File: config.mk
export PLATFORM = sky130hd
export DESIGN_NAME = dtc_top
export DESIGN_NICKNAME = d
export VERILOG_FILES = /design/src/rtl/dtc_pkg.sv /design/src/rtl/dtc_sync.sv /design/src/rtl/dtc_counter.sv /design/src/rtl/dtc_top.sv
export SDC_FILE = /design/constraint.sdc
export NUM_CORES = 1
export LEC_CHECK = 0
export BUFFER_PORTS_ARGS = -buffer_cell sky130_fd_sc_hd__buf_2
export CAP_MARGIN = 20
export CORE_AREA = 3 3 90 92
export DETAILED_ROUTE_END_ITERATION = 8
export DIE_AREA = 0 0 93 95
export PLACE_DENSITY_LB_ADDON = 0.2
export SYNTH_ARGS = -nofsm -noshare
export SYNTH_HDL_FRONTEND = slang
export SYNTH_SLANG_ARGS = --single-unit
File: constraint.sdc
create_clock -name ref_clk_in -period 2.5 [get_ports ref_clk_in]
set_input_delay 0.5 -clock ref_clk_in [delete_from_list [all_inputs] [get_ports ref_clk_in]]
set_output_delay 0.5 -clock ref_clk_in [all_outputs]
set_load 0.01 [all_outputs]
File: src/rtl/dtc_pkg.sv
// Purpose: Shared constants and types of the dual timer/event counter
// Assumes: One 40 MHz clock, plain register port with 3-bit address
// Notes:   Offsets are register indexes on the plain port
`default_nettype none
package dtc_pkg;
   localparam logic [2:0] ADDR_CTRL0  = 3'h0;
   localparam logic [2:0] ADDR_VALUE0 = 3'h1;
   localparam logic [2:0] ADDR_CTRL1  = 3'h2;
   localparam logic [2:0] ADDR_VALUE1 = 3'h3;
   localparam logic [2:0] ADDR_INTERRUPT_CONTROL0  = 3'h4;
   localparam logic [2:0] ADDR_INTERRUPT_CONTROL1  = 3'h5;
   localparam logic [2:0] ADDR_PORTA  = 3'h6;

   localparam int EDGE_BIT   = 3;
   localparam int ENABLE_BIT = 4;
   localparam int CLKSEL_BIT = 5;
   localparam int MODE_LSB   = 6;
   localparam int C0_IE_BIT  = 0;
   localparam int C0_OF_BIT  = 6;
   localparam int C1_IE_BIT  = 0;
   localparam int C1_OF_BIT  = 4;
   localparam int PFD_BIT    = 3;

   localparam logic [7:0] CTRL_RESET  = 8'h08;
   localparam logic [7:0] CTRL_MASK   = 8'hf8;
   localparam logic [7:0] INTC_RESET  = 8'h00;
   localparam logic [7:0] PORTA_RESET = 8'hff;
   localparam logic [7:0] COUNT_TOP   = 8'hff;
   localparam logic [1:0] DIV4_LAST   = 2'h3;

   typedef enum logic [1:0] {
      DTC_MODE_UNUSED,
      DTC_MODE_EVENT,
      DTC_MODE_TIMER,
      DTC_MODE_PULSE
   } dtc_mode_e;

   typedef struct packed {
      logic [2:0] addr;
      logic [7:0] wdata;
      logic       wr;
      logic       rd;
   } dtc_bus_s;

   typedef struct packed {
      logic       wr_ctrl;
      logic       wr_value;
      logic       rd_value;
      logic [7:0] wdata;
   } dtc_cmd_s;
endpackage : dtc_pkg
`default_nettype wire

File: src/rtl/dtc_sync.sv
// Purpose: Two-flop synchroniser for a pin
// Assumes: Input asynchronous to ref_clk_in
// Notes:   First stage feeds only the second
`timescale 1ns/1ps
`default_nettype none
module dtc_sync (
   input  wire logic ref_clk_in,
   input  wire logic rst_n_in,
   input  wire logic pin_in,
   output logic      sync_out
);
   logic meta_reg;
   logic meta_next;
   logic sync_reg;
   logic sync_next;

   always_comb begin
      meta_next = pin_in;
      sync_next = meta_reg;
   end

   always_ff @(posedge ref_clk_in or negedge rst_n_in) begin
      if (!rst_n_in) begin
         meta_reg <= 1'b0;
         sync_reg <= 1'b0;
      end else begin
         meta_reg <= meta_next;
         sync_reg <= sync_next;
      end
   end

   assign sync_out = sync_reg;
endmodule : dtc_sync
`default_nettype wire

File: src/rtl/dtc_counter.sv
// Purpose: One 8-bit timer/event counter with preload and pulse width mode
// Assumes: Event pin already synchronised; tick_in is the internal clock pulse
// Notes:   Control bits 0 to 2 read as zero
`timescale 1ns/1ps
`default_nettype none
module dtc_counter
   import dtc_pkg::*;
(
   input  wire logic            ref_clk_in,
   input  wire logic            rst_n_in,
   input  wire dtc_pkg::dtc_cmd_s cmd_in,
   input  wire logic            tick_in,
   input  wire logic            pin_in,
   output logic [7:0]           ctrl_out,
   output logic [7:0]           count_out,
   output logic                 overflow_out
);
   import dtc_pkg::*;

   logic [7:0] ctrl_reg,    ctrl_next;
   logic [7:0] preload_reg, preload_next;
   logic [7:0] count_reg,   count_next;
   logic       pin_reg,     pin_next;
   logic       meas_reg,    meas_next;
   logic       ovf_reg,     ovf_next;
   logic       active_lvl;
   logic       rise;
   logic       fall;
   logic       step;
   dtc_mode_e  mode;

   assign mode       = dtc_mode_e'(ctrl_reg[MODE_LSB +: 2]);
   assign active_lvl = ~ctrl_reg[EDGE_BIT];
   assign rise       = pin_in & ~pin_reg;
   assign fall       = ~pin_in & pin_reg;

   always_comb begin
      ctrl_next    = ctrl_reg;
      preload_next = preload_reg;
      count_next   = count_reg;
      pin_next     = pin_in;
      meas_next    = meas_reg;
      ovf_next     = 1'b0;
      step         = 1'b0;
      case (mode)
         DTC_MODE_EVENT: step = ctrl_reg[EDGE_BIT] ? fall : rise;
         DTC_MODE_TIMER: step = tick_in;
         DTC_MODE_PULSE: begin
            // Measurement opens on the active edge, closes on the return edge
            if (!meas_reg && ctrl_reg[ENABLE_BIT] && (active_lvl ? rise : fall))
               meas_next = 1'b1;
            else if (meas_reg && (active_lvl ? fall : rise)) begin
               meas_next            = 1'b0;
               ctrl_next[ENABLE_BIT] = 1'b0;
            end
            step = meas_reg & tick_in;
         end
         default: step = 1'b0;
      endcase
      if (!ctrl_reg[ENABLE_BIT] || cmd_in.rd_value)
         step = 1'b0;
      if (step) begin
         if (count_reg == COUNT_TOP) begin
            count_next = preload_reg;
            ovf_next   = 1'b1;
         end else
            count_next = count_reg + 8'h01;
      end
      if (cmd_in.wr_value) begin
         preload_next = cmd_in.wdata;
         if (!ctrl_reg[ENABLE_BIT])
            count_next = cmd_in.wdata;
      end
      if (cmd_in.wr_ctrl) begin
         ctrl_next = cmd_in.wdata & CTRL_MASK;
         meas_next = 1'b0;
      end
   end

   always_ff @(posedge ref_clk_in or negedge rst_n_in) begin
      if (!rst_n_in) begin
         ctrl_reg    <= CTRL_RESET;
         preload_reg <= 8'h00;
         count_reg   <= 8'h00;
         pin_reg     <= 1'b0;
         meas_reg    <= 1'b0;
         ovf_reg     <= 1'b0;
      end else begin
         ctrl_reg    <= ctrl_next;
         preload_reg <= preload_next;
         count_reg   <= count_next;
         pin_reg     <= pin_next;
         meas_reg    <= meas_next;
         ovf_reg     <= ovf_next;
      end
   end

   assign ctrl_out     = ctrl_reg;
   assign count_out    = count_reg;
   assign overflow_out = ovf_reg;

   AST_RELOAD: assert property (@(posedge ref_clk_in) disable iff (!rst_n_in)
      $rose(ovf_reg) |-> count_reg == $past(preload_reg))
      else $error("Overflow did not reload the preload value");
   AST_ENABLE_GATE: assert property (@(posedge ref_clk_in) disable iff (!rst_n_in)
      (!ctrl_reg[ENABLE_BIT] && !cmd_in.wr_value) |=> count_reg == $past(count_reg))
      else $error("Counter moved while disabled");
   AST_READ_BLOCK: assert property (@(posedge ref_clk_in) disable iff (!rst_n_in)
      (cmd_in.rd_value && !cmd_in.wr_value) |=> count_reg == $past(count_reg))
      else $error("Counter moved during a read");
   AST_LOW_BITS: assert property (@(posedge ref_clk_in) disable iff (!rst_n_in)
      ctrl_reg[2:0] == 3'h0)
      else $error("Unused control bits not zero");
   AST_KEEP_ENABLE: assert property (@(posedge ref_clk_in) disable iff (!rst_n_in)
      (mode != DTC_MODE_PULSE && !cmd_in.wr_ctrl && ctrl_reg[ENABLE_BIT]) |=> ctrl_reg[ENABLE_BIT])
      else $error("Enable cleared by hardware outside pulse mode");
   AST_RUN_WRITE: assert property (@(posedge ref_clk_in) disable iff (!rst_n_in)
      (cmd_in.wr_value && ctrl_reg[ENABLE_BIT] && !step) |=> count_reg == $past(count_reg))
      else $error("Running counter loaded by a write");
   AST_STOP_WRITE: assert property (@(posedge ref_clk_in) disable iff (!rst_n_in)
      (cmd_in.wr_value && !ctrl_reg[ENABLE_BIT]) |=> count_reg == $past(cmd_in.wdata))
      else $error("Stopped counter not loaded by a write");
   AST_INCREMENT: assert property (@(posedge ref_clk_in) disable iff (!rst_n_in)
      (step && count_reg != COUNT_TOP && !cmd_in.wr_value) |=> count_reg == $past(count_reg) + 8'h01)
      else $error("Counter did not advance by one");
   COV_OVERFLOW: cover property (@(posedge ref_clk_in) disable iff (!rst_n_in) ovf_reg);
   COV_PULSE_DONE: cover property (@(posedge ref_clk_in) disable iff (!rst_n_in)
      $fell(meas_reg) && !ctrl_reg[ENABLE_BIT]);
   COV_READ: cover property (@(posedge ref_clk_in) disable iff (!rst_n_in) cmd_in.rd_value);
endmodule : dtc_counter
`default_nettype wire

File: src/rtl/dtc_top.sv
// Purpose: Dual 8-bit timer/event counter with divider output
// Assumes: Plain register port; event pins asynchronous
// Notes:   Counter value registers hold write-only preloads behind read-only counts
// How it works
// - Pulse width mode counts selected clock, started and stopped by input edges
// - Every overflow reloads from preload and raises an interrupt request
// - Counting happens only while count enable bit 4 is one
// - Pulse width mode clears count enable after one measurement
// - In event and timer modes only software changes count enable
// - Overflow of either counter wakes the halt state
// - Build-time choice routes one counter overflow to port A bit 3
// - Interrupt enable bit zero suppresses that counter's interrupt
// - Port A latch bit 3 low enables divider output, high disables
// - Write while stopped loads both preload and counter
// - Write while running loads only preload; counting continues
// - A value read blocks the counting clock for that cycle
// - Control bits 0 to 2 always read zero
// - Edge select zero means rising edge, one means falling edge
// - Counter 1 clock select: zero build-time source, one system clock over four
// - Mode field 01 event, 10 timer, 11 pulse width, 00 unused
// - Counts from current contents and overflows after FFH
// - Overflow sets flag bit 6 of interrupt control 0 or bit 4 of interrupt control 1
// - Pulse mode counts active level, then clears enable; one measurement per enable
`timescale 1ns/1ps
`default_nettype none
module dtc_top
   import dtc_pkg::*;
#(
   parameter bit PFD_FROM_COUNTER1 = 1'b0,
   parameter bit C0_SRC_DIV4       = 1'b0,
   parameter bit C1_SRC_DIV4       = 1'b0
) (
   input  wire logic       ref_clk_in,
   input  wire logic       rst_n_in,
   input  wire logic [2:0] addr_in,
   input  wire logic [7:0] wdata_in,
   input  wire logic       wr_in,
   input  wire logic       rd_in,
   output logic [7:0]      rdata_out,
   input  wire logic       event0_pin_in,
   input  wire logic       event1_pin_in,
   input  wire logic       halted_in,
   output logic            wake_out,
   output logic            irq0_out,
   output logic            irq1_out,
   output logic            freq_divider_out,
   output logic            freq_divider_oe_n_out
);
   import dtc_pkg::*;

   dtc_bus_s   bus;
   dtc_cmd_s   cmd0, cmd1;
   logic       pin0_sync, pin1_sync;
   logic [7:0] ctrl0, ctrl1, count0, count1;
   logic       ovf0, ovf1, pfd_src;
   logic       tick0, tick1;
   logic [1:0] div_reg, div_next;
   logic [7:0] interrupt_control0_reg, interrupt_control0_next, interrupt_control1_reg, interrupt_control1_next, porta_reg, porta_next;
   logic       pfd_reg, pfd_next;
   logic [7:0] rdata_reg, rdata_next;
   logic       wake_reg, wake_next;

   assign bus = '{addr: addr_in, wdata: wdata_in, wr: wr_in, rd: rd_in};

   function automatic dtc_cmd_s make_cmd(input dtc_bus_s b, input logic [2:0] c, input logic [2:0] v);
      make_cmd.wr_ctrl  = b.wr && b.addr == c;
      make_cmd.wr_value = b.wr && b.addr == v;
      make_cmd.rd_value = b.rd && b.addr == v;
      make_cmd.wdata    = b.wdata;
   endfunction : make_cmd

   assign cmd0 = make_cmd(bus, ADDR_CTRL0, ADDR_VALUE0);
   assign cmd1 = make_cmd(bus, ADDR_CTRL1, ADDR_VALUE1);

   dtc_sync u_sync0 (.ref_clk_in(ref_clk_in), .rst_n_in(rst_n_in), .pin_in(event0_pin_in), .sync_out(pin0_sync));
   dtc_sync u_sync1 (.ref_clk_in(ref_clk_in), .rst_n_in(rst_n_in), .pin_in(event1_pin_in), .sync_out(pin1_sync));

   // Build-time source is system clock or system clock over four
   assign tick0 = C0_SRC_DIV4 ? (div_reg == DIV4_LAST) : 1'b1;
   assign tick1 = ctrl1[CLKSEL_BIT] ? (div_reg == DIV4_LAST)
                                    : (C1_SRC_DIV4 ? (div_reg == DIV4_LAST) : 1'b1);

   dtc_counter u_cnt0 (.ref_clk_in(ref_clk_in), .rst_n_in(rst_n_in), .cmd_in(cmd0), .tick_in(tick0),
      .pin_in(pin0_sync), .ctrl_out(ctrl0), .count_out(count0), .overflow_out(ovf0));
   dtc_counter u_cnt1 (.ref_clk_in(ref_clk_in), .rst_n_in(rst_n_in), .cmd_in(cmd1), .tick_in(tick1),
      .pin_in(pin1_sync), .ctrl_out(ctrl1), .count_out(count1), .overflow_out(ovf1));

   assign pfd_src = PFD_FROM_COUNTER1 ? ovf1 : ovf0;

   always_comb begin
      div_next   = div_reg + 2'h1;
      interrupt_control0_next = interrupt_control0_reg;
      interrupt_control1_next = interrupt_control1_reg;
      porta_next = porta_reg;
      pfd_next   = pfd_reg ^ pfd_src;
      wake_next  = halted_in & (ovf0 | ovf1);
      rdata_next = 8'h00;
      if (bus.wr) begin
         case (bus.addr)
            ADDR_INTERRUPT_CONTROL0: interrupt_control0_next = bus.wdata;
            ADDR_INTERRUPT_CONTROL1: interrupt_control1_next = bus.wdata;
            ADDR_PORTA: porta_next = bus.wdata;
            default:    ;
         endcase
      end
      // Set wins over a clearing write in the same cycle
      if (ovf0)
         interrupt_control0_next[C0_OF_BIT] = 1'b1;
      if (ovf1)
         interrupt_control1_next[C1_OF_BIT] = 1'b1;
      if (bus.rd) begin
         case (bus.addr)
            ADDR_CTRL0:  rdata_next = ctrl0;
            ADDR_VALUE0: rdata_next = count0;
            ADDR_CTRL1:  rdata_next = ctrl1;
            ADDR_VALUE1: rdata_next = count1;
            ADDR_INTERRUPT_CONTROL0:  rdata_next = interrupt_control0_reg;
            ADDR_INTERRUPT_CONTROL1:  rdata_next = interrupt_control1_reg;
            ADDR_PORTA:  rdata_next = porta_reg;
            default:     rdata_next = 8'h00;
         endcase
      end
   end

   always_ff @(posedge ref_clk_in or negedge rst_n_in) begin
      if (!rst_n_in) begin
         div_reg   <= 2'h0;
         interrupt_control0_reg <= INTC_RESET;
         interrupt_control1_reg <= INTC_RESET;
         porta_reg <= PORTA_RESET;
         pfd_reg   <= 1'b0;
         rdata_reg <= 8'h00;
         wake_reg  <= 1'b0;
      end else begin
         div_reg   <= div_next;
         interrupt_control0_reg <= interrupt_control0_next;
         interrupt_control1_reg <= interrupt_control1_next;
         porta_reg <= porta_next;
         pfd_reg   <= pfd_next;
         rdata_reg <= rdata_next;
         wake_reg  <= wake_next;
      end
   end

   assign rdata_out             = rdata_reg;
   assign wake_out              = wake_reg;
   assign irq0_out              = interrupt_control0_reg[C0_OF_BIT] & interrupt_control0_reg[C0_IE_BIT];
   assign irq1_out              = interrupt_control1_reg[C1_OF_BIT] & interrupt_control1_reg[C1_IE_BIT];
   assign freq_divider_out      = porta_reg[PFD_BIT] ? 1'b1 : pfd_reg;
   assign freq_divider_oe_n_out = porta_reg[PFD_BIT];

   AST_FLAG0: assert property (@(posedge ref_clk_in) disable iff (!rst_n_in)
      ovf0 |=> interrupt_control0_reg[C0_OF_BIT])
      else $error("Counter 0 flag not set");
   AST_FLAG1: assert property (@(posedge ref_clk_in) disable iff (!rst_n_in)
      ovf1 |=> interrupt_control1_reg[C1_OF_BIT])
      else $error("Counter 1 flag not set");
   AST_IRQ_MASK: assert property (@(posedge ref_clk_in) disable iff (!rst_n_in)
      (bus.wr && bus.addr == ADDR_INTERRUPT_CONTROL0 && !bus.wdata[C0_IE_BIT]) |=> !irq0_out)
      else $error("Masked interrupt reached output");
   AST_PFD_TOGGLE: assert property (@(posedge ref_clk_in) disable iff (!rst_n_in)
      pfd_src |=> pfd_reg != $past(pfd_reg))
      else $error("Divider did not toggle on overflow");
   AST_WAKE: assert property (@(posedge ref_clk_in) disable iff (!rst_n_in)
      (halted_in && (ovf0 || ovf1)) |=> wake_out)
      else $error("Overflow did not wake from halt");
   AST_PFD_OFF: assert property (@(posedge ref_clk_in) disable iff (!rst_n_in)
      (bus.wr && bus.addr == ADDR_PORTA && bus.wdata[PFD_BIT]) |=> (freq_divider_oe_n_out && freq_divider_out))
      else $error("Divider driven while disabled");
   COV_PFD_ON: cover property (@(posedge ref_clk_in) disable iff (!rst_n_in) !freq_divider_oe_n_out && pfd_src);
   COV_WAKE: cover property (@(posedge ref_clk_in) disable iff (!rst_n_in) wake_out);
endmodule : dtc_top
`default_nettype wire

==> metrics, run 1 <==
diode count 0; async set-reset flop share out of synthesis between 90% and 100%; # setup viols final 0; Placed Cells 504; first-pass GRT wire length about 16000 um; Cell Chain, Critical Path ha_1 > and3_1 > nand3_1 > mux2_2 > mux2i_1 > o21ai_0; status finished, final reports clean; num ports 31; Clock transition at path regs 0.09 ns; total of max-cap violations 0; vias in the first global route ~3100; share of power burned in registers 52.0%; crit path launch type flop; Most used DFF post-synth dfrtp_1; R2R depth 6; GR Util All Layers 24.6%; origin of the critical flop-to-flop path u_cnt1.count_out[0]; pwr dens 851 mW/mm2; drc violations 0; Peak VDD IR 674 uV; DRT Wirelength 9870 um; Total Die Area between 0.008 and 0.009 mm2; Clock Sinks 88; initial antenna violation count 0; Worst Hold Class in -> async; Buf/Inv on CP 0; most frequent cells in the layout dfrtp_1 (78), mux2_2 (51), nand2_1 (29), buf_2 (29), nor2_1 (20); drt via density just over 6; sequential element share of the synthesized area 50.6%; Sw Share 32.3%; relative slew slack 62.1%; non-filler cells, final 520; switching power total 0.00134 W; DR pass1 iterations 5; H-Tree Depth 3; synthesis-to-finish area growth 11.5%; flop2flop setup slack 0.51 ns; placement row count 31; layout cells sized above 1 about a third; CTS buffer count 9; Setup TNS 0 ns; Leak 2.14 nW; Critical Path Stages 6; Bufs on Longest Clock Path 2; Fin. Hold Viols 0; EDFF count, synth 0; CP max-delay cell dfrtp_1; clock root cell clkbuf_8; worst r2r dst u_cnt1.count_out[1]; routed vias 3223; CTS resizes 0; mapped cell area 0.00438 mm2; combinational power share ~23%; CP arrival 2.22 ns; maximum fanout along the worst path 6; Netlist cell types 58; Ys Warns 0; Clock Power Share 25.0%; Largest stage delay, worst path 0.45 ns; WL/cell 19.0 um; DR iter-0 viols 296; most common cell after layout, fill and taps aside dfrtp_1; endpoint type of the worst setup path flop; # Post-CTS Setup Buffers 0; die height between 90 and 100 um; Die Width 93 um; Starting Density approximately three fifths; Port Buffer Count 30; fmax about 500 MHz; clock latency at the later pin of the worst-skew pair between 0.3 and 0.4 ns; fin crit share approximately four fifths; FF+latch count, synth 88; CORE AREA 0.00729 mm2; nets@finish between 400 and 500; largest net degree at the start of global routing 40; antenna-violating nets left 0; net count after synthesis 406; Worst path top cell family by delay simple AND/OR/NAND/NOR gates; P_int around 0.0028 W; Max Transition Viols Final 0; HPWL Detailed 6990 um; Setup crit end u_cnt1.count_out[1]; number of hold buffers added after CTS 0; Setup Skew approximately 0.009 ns; Congestion Overflow GR 0; CTS tree yes; Tightest Pin Transition ~0.57 ns; unrepaired setup endpoints after global routing no; synthesized instance count between 300 and 400; syn_area_per_cell around 11 um2; worst setup path category reg -> reg; CP startpoint u_cnt1.count_out[0]; WP data required ~2.7 ns; routability cong. between 0.9 and 1; final worst path period need 1.99 ns
layer usage:
layer	GRT usage [%]	routed length, um	vias to the layer above
li1	-	-	1485
met1	34.4	4500	1603
met2	38.2	4620	113
met3	6.29	558	22
met4	7.20	196	0
met5	0	0	-
how the worst min path moves through the flow:
| stage | start | endpoint |
|---|---|---|
| 5_1_grt | rst_n_in | u_cnt1.preload_reg[1] |
| 6_report | rst_n_in | u_cnt1.preload_reg[1] |
| 3_3_place_gp | u_sync1.meta_reg | u_sync1.sync_out |
| 3_5_place_dp | u_sync1.meta_reg | u_sync1.sync_out |
| 2_1_floorplan | rst_n_in | div_reg[0] |
| 4_1_cts | rst_n_in | u_cnt1.preload_reg[1] |
final cells by class:
class	instances	area [um2]
Clock buffer	11	151
Sequential cell	88	2210
Inverter	5	18.8
Fill cell	592	2410
Clock inverter	5	63.8
Timing Repair Buffer	43	263
Tap cell	99	124
Multi-Input combinational cell	269	2040
per-stage QoR:
stage	cell area (um2)	power (W)	setup WS (ns)	util [%]	hold slack (ns)
2_1_floorplan	4380	0.00279	0.669	-	0.204
3_3_place_gp	4660	0.00307	0.456	63.9	0.334
3_5_place_dp	4660	0.00312	0.401	63.9	0.337
4_1_cts	4880	0.00417	0.527	66.9	0.112
6_report	4880	0.00415	0.511	66.9	0.107
5_1_grt	4880	0.00440	0.315	66.9	0.122
logic make-up (layout without fill, tap and decap cells):
family	count (synthesis)	count (layout)	share of synthesized area, %
xor gates and xnor gates	4	4	0.801
adders and majority gates	3	3	0.858
AOI/OAI and AO/OA	78	78	13.2
buffers and inverters	28	64	2.72
DFF	88	88	50.6
muxes	66	66	17.1
and+or+nand+nor	118	118	14.7
synth_stat cells, drive strengths merged, types with 10 or more instances:
master	number	area, um2
dfrtp	78	1950
mux2	51	574
nand2	29	109
nor2	20	75.1
nand3	18	90.1
o21ai	18	90.1
buf	13	62.6
mux2i	13	130
nor2b	12	75.1
clkbuf	10	37.5
dfstp	10	263
power by group through the flow:
stage,logic [W],clock network (W),registers (W)
global route,0.00106,0.00113,0.00221
global placement,0.000914,0,0.00216
CTS,0.000957,0.00106,0.00215
detailed placement,0.000948,0,0.00217
finish,0.000955,0.00104,0.00216
floorplan,0.000766,0,0.00202
(Power assumes the default switching activity.)
==> run 2, diff against run 1 <==
--- a/config.mk
+++ b/config.mk
@@ -7,9 +7,9 @@
 export LEC_CHECK = 0
 export BUFFER_PORTS_ARGS = -buffer_cell sky130_fd_sc_hd__buf_2
 export CAP_MARGIN = 20
-export CORE_AREA = 3 3 90 92
+export CORE_AREA = 3 3 95 97
 export DETAILED_ROUTE_END_ITERATION = 8
-export DIE_AREA = 0 0 93 95
+export DIE_AREA = 0 0 98 100
 export PLACE_DENSITY_LB_ADDON = 0.2
 export SYNTH_ARGS = -nofsm -noshare
 export SYNTH_HDL_FRONTEND = slang
==> constraint.sdc (replaced) <==
create_clock -name ref_clk_in -period 1.6 [get_ports ref_clk_in]
set_input_delay 0.32 -clock ref_clk_in [delete_from_list [all_inputs] [get_ports ref_clk_in]]
set_output_delay 0.32 -clock ref_clk_in [all_outputs]
set_load 0.01 [all_outputs]
==> metrics, run 2 (same netlist as run 1, synthesis figures left out) <==
clock root cell clkbuf_8; Port Buffer Count 30; WL/cell 19.6 um; clock latency at the later pin of the worst-skew pair 0.36 ns; placement row count 33; Setup TNS -0.791 ns; worst setup path category reg -> reg; drc violations 0; initial antenna violation count 0; status complete, but fails checks; failing checks setup timing; # setup viols final 11; Placed Area 0.00515 mm2; Bufs on Longest Clock Path 2; Starting Density ~53%; drt via density 5.93; unrepaired setup endpoints after global routing yes; Tightest Pin Transition 0.373 ns; CORE AREA 0.00822 mm2; CTS tree yes; first-pass GRT wire length approximately 19000 um; WP data required 1.90 ns; share of power burned in registers between 40% and 50%; hold path depth 1; Clock transition at path regs 0.09 ns; Congestion Overflow GR 0; DRT Wirelength 11800 um; pwr dens 1330 mW/mm2; DR iter-0 viols 190; Fin. Hold Viols 0; DR pass1 iterations 5; final worst path period need between 1.5 and 2 ns; H-Tree Depth 3; most frequent cells in the layout buf_4 (77), dfrtp_1 (75), mux2_2 (49), buf_2 (29), nand2_1 (28); switching power total 0.00238 W; total of max-cap violations 0; final setup margin -0.143 ns; diode count 0; Total Die Area 0.00980 mm2; CP arrival about 2.0 ns; P_int 0.00519 W; Setup Skew about 0.013 ns; Clock Sinks between 80 and 90; HPWL Detailed 8150 um; num ports 31; vias in the first global route 3603; fin crit share 109%; R2R depth 5; CTS buffer count 9; routed vias roughly 3600; antenna-violating nets left 0; synthesis-to-finish area growth 30.0%; Worst Hold Class in -> reg; Sw Share 31.4%; fmax 574 MHz; combinational power share around a third; largest net degree at the start of global routing 34; maximum fanout along the worst path 5; final instance area 0.00569 mm2; endpoint type of the worst setup path flop; layout cells sized above 1 46.4%; Peak VDD IR 635 uV; die height 100 um; routability cong. 0.907; Clock Power Share about a quarter; relative slew slack between 70% and 80%; Die Width 98 um; most common cell after layout, fill and taps aside buf_4; Max Transition Viols Final 0; GR Util All Layers 24.8%; crit path launch type flop; Leak between 2 and 3 nW; nets@finish roughly 510
## run 2: cell count changes in the layout (fill, tap and decap cells not counted), sizes merged
cell	before	now
clkinv	2	1
buf	43	117
clkbuf	11	10
bufinv	1	3
dlygate4sd3	0	1
## run 2: timing repair
item / CTS / global route
endpoints found under the setup margin: 17 / 17
pin swaps: 9 / 13
hold buffers: 1 / 0
resized for setup: 14 / 31
setup buffers: 12 / 4
endpoints found under the hold margin: 8 / 0
## run 2: per-layer routing
metal | vias up | track usage [%] | share of wire, %
met3 | 20 | 3.06 | 4.6
met1 | 1802 | 34.8 | 46
li1 | 1634 | - | -
met4 | 0 | 9.58 | 2.3
met5 | - | 0 | 0
met2 | 107 | 39.6 | 47
## run 2: worst max-delay path: stages, from the launching register on
cell and delay (ns):
dfrtp_1 0.39, or3b_4 0.40, a21boi_2 0.19, o2111ai_4 0.18, or4_1 0.44, nand3_1 0.08
## run 2: power by group through the flow
stage | registers (W) | logic [W] | clock network, W
6_report | 0.00321 | 0.00245 | 0.00190
5_1_grt | 0.00329 | 0.00267 | 0.00202
4_1_cts | 0.00319 | 0.00227 | 0.00193
3_5_place_dp | 0.00322 | 0.00214 | 0
3_3_place_gp | 0.00320 | 0.00209 | 0
2_1_floorplan | 0.00316 | 0.00125 | 0
## run 2: path summary, 6_finish.rpt
kind                             startpoint             endpoint  slack [ns]
max                        u_sync0.sync_out  u_cnt0.count_out[3]       -0.14
min                           event0_pin_in     u_sync0.meta_reg        0.06
max reg2reg                u_sync0.sync_out  u_cnt0.count_out[3]       -0.14
min reg2reg                u_sync1.meta_reg     u_sync1.sync_out        0.36
max in group asynchronous          rst_n_in         porta_reg[7]        0.68
min in group asynchronous          rst_n_in  u_cnt1.overflow_out        0.35
## run 2: per-stage QoR
| step | std cells | setup slack (ns) | util, % | hold WS, ns | power (W) |
|---|---|---|---|---|---|
| floorplan | 385 | -0.0395 | - | 0.0244 | 0.00441 |
| global placement | 569 | -0.143 | 62.7 | 0.184 | 0.00529 |
| detailed placement | 569 | -0.222 | 62.7 | 0.183 | 0.00537 |
| CTS | 597 | -0.132 | 67.4 | 0.0463 | 0.00740 |
| global route | 601 | -0.202 | 69.2 | 0.0439 | 0.00797 |
| finish | 601 | -0.143 | 69.2 | 0.0616 | 0.00756 |
## run 2: area by class of cell
type	instances	area, um2
multi-input cells	269	2190
inverters	5	18.8
flip-flops and latches	88	2220
well taps	105	131
clock buffers	10	138
clock inverters	6	115
repair buffers	118	875
fillers	595	2530
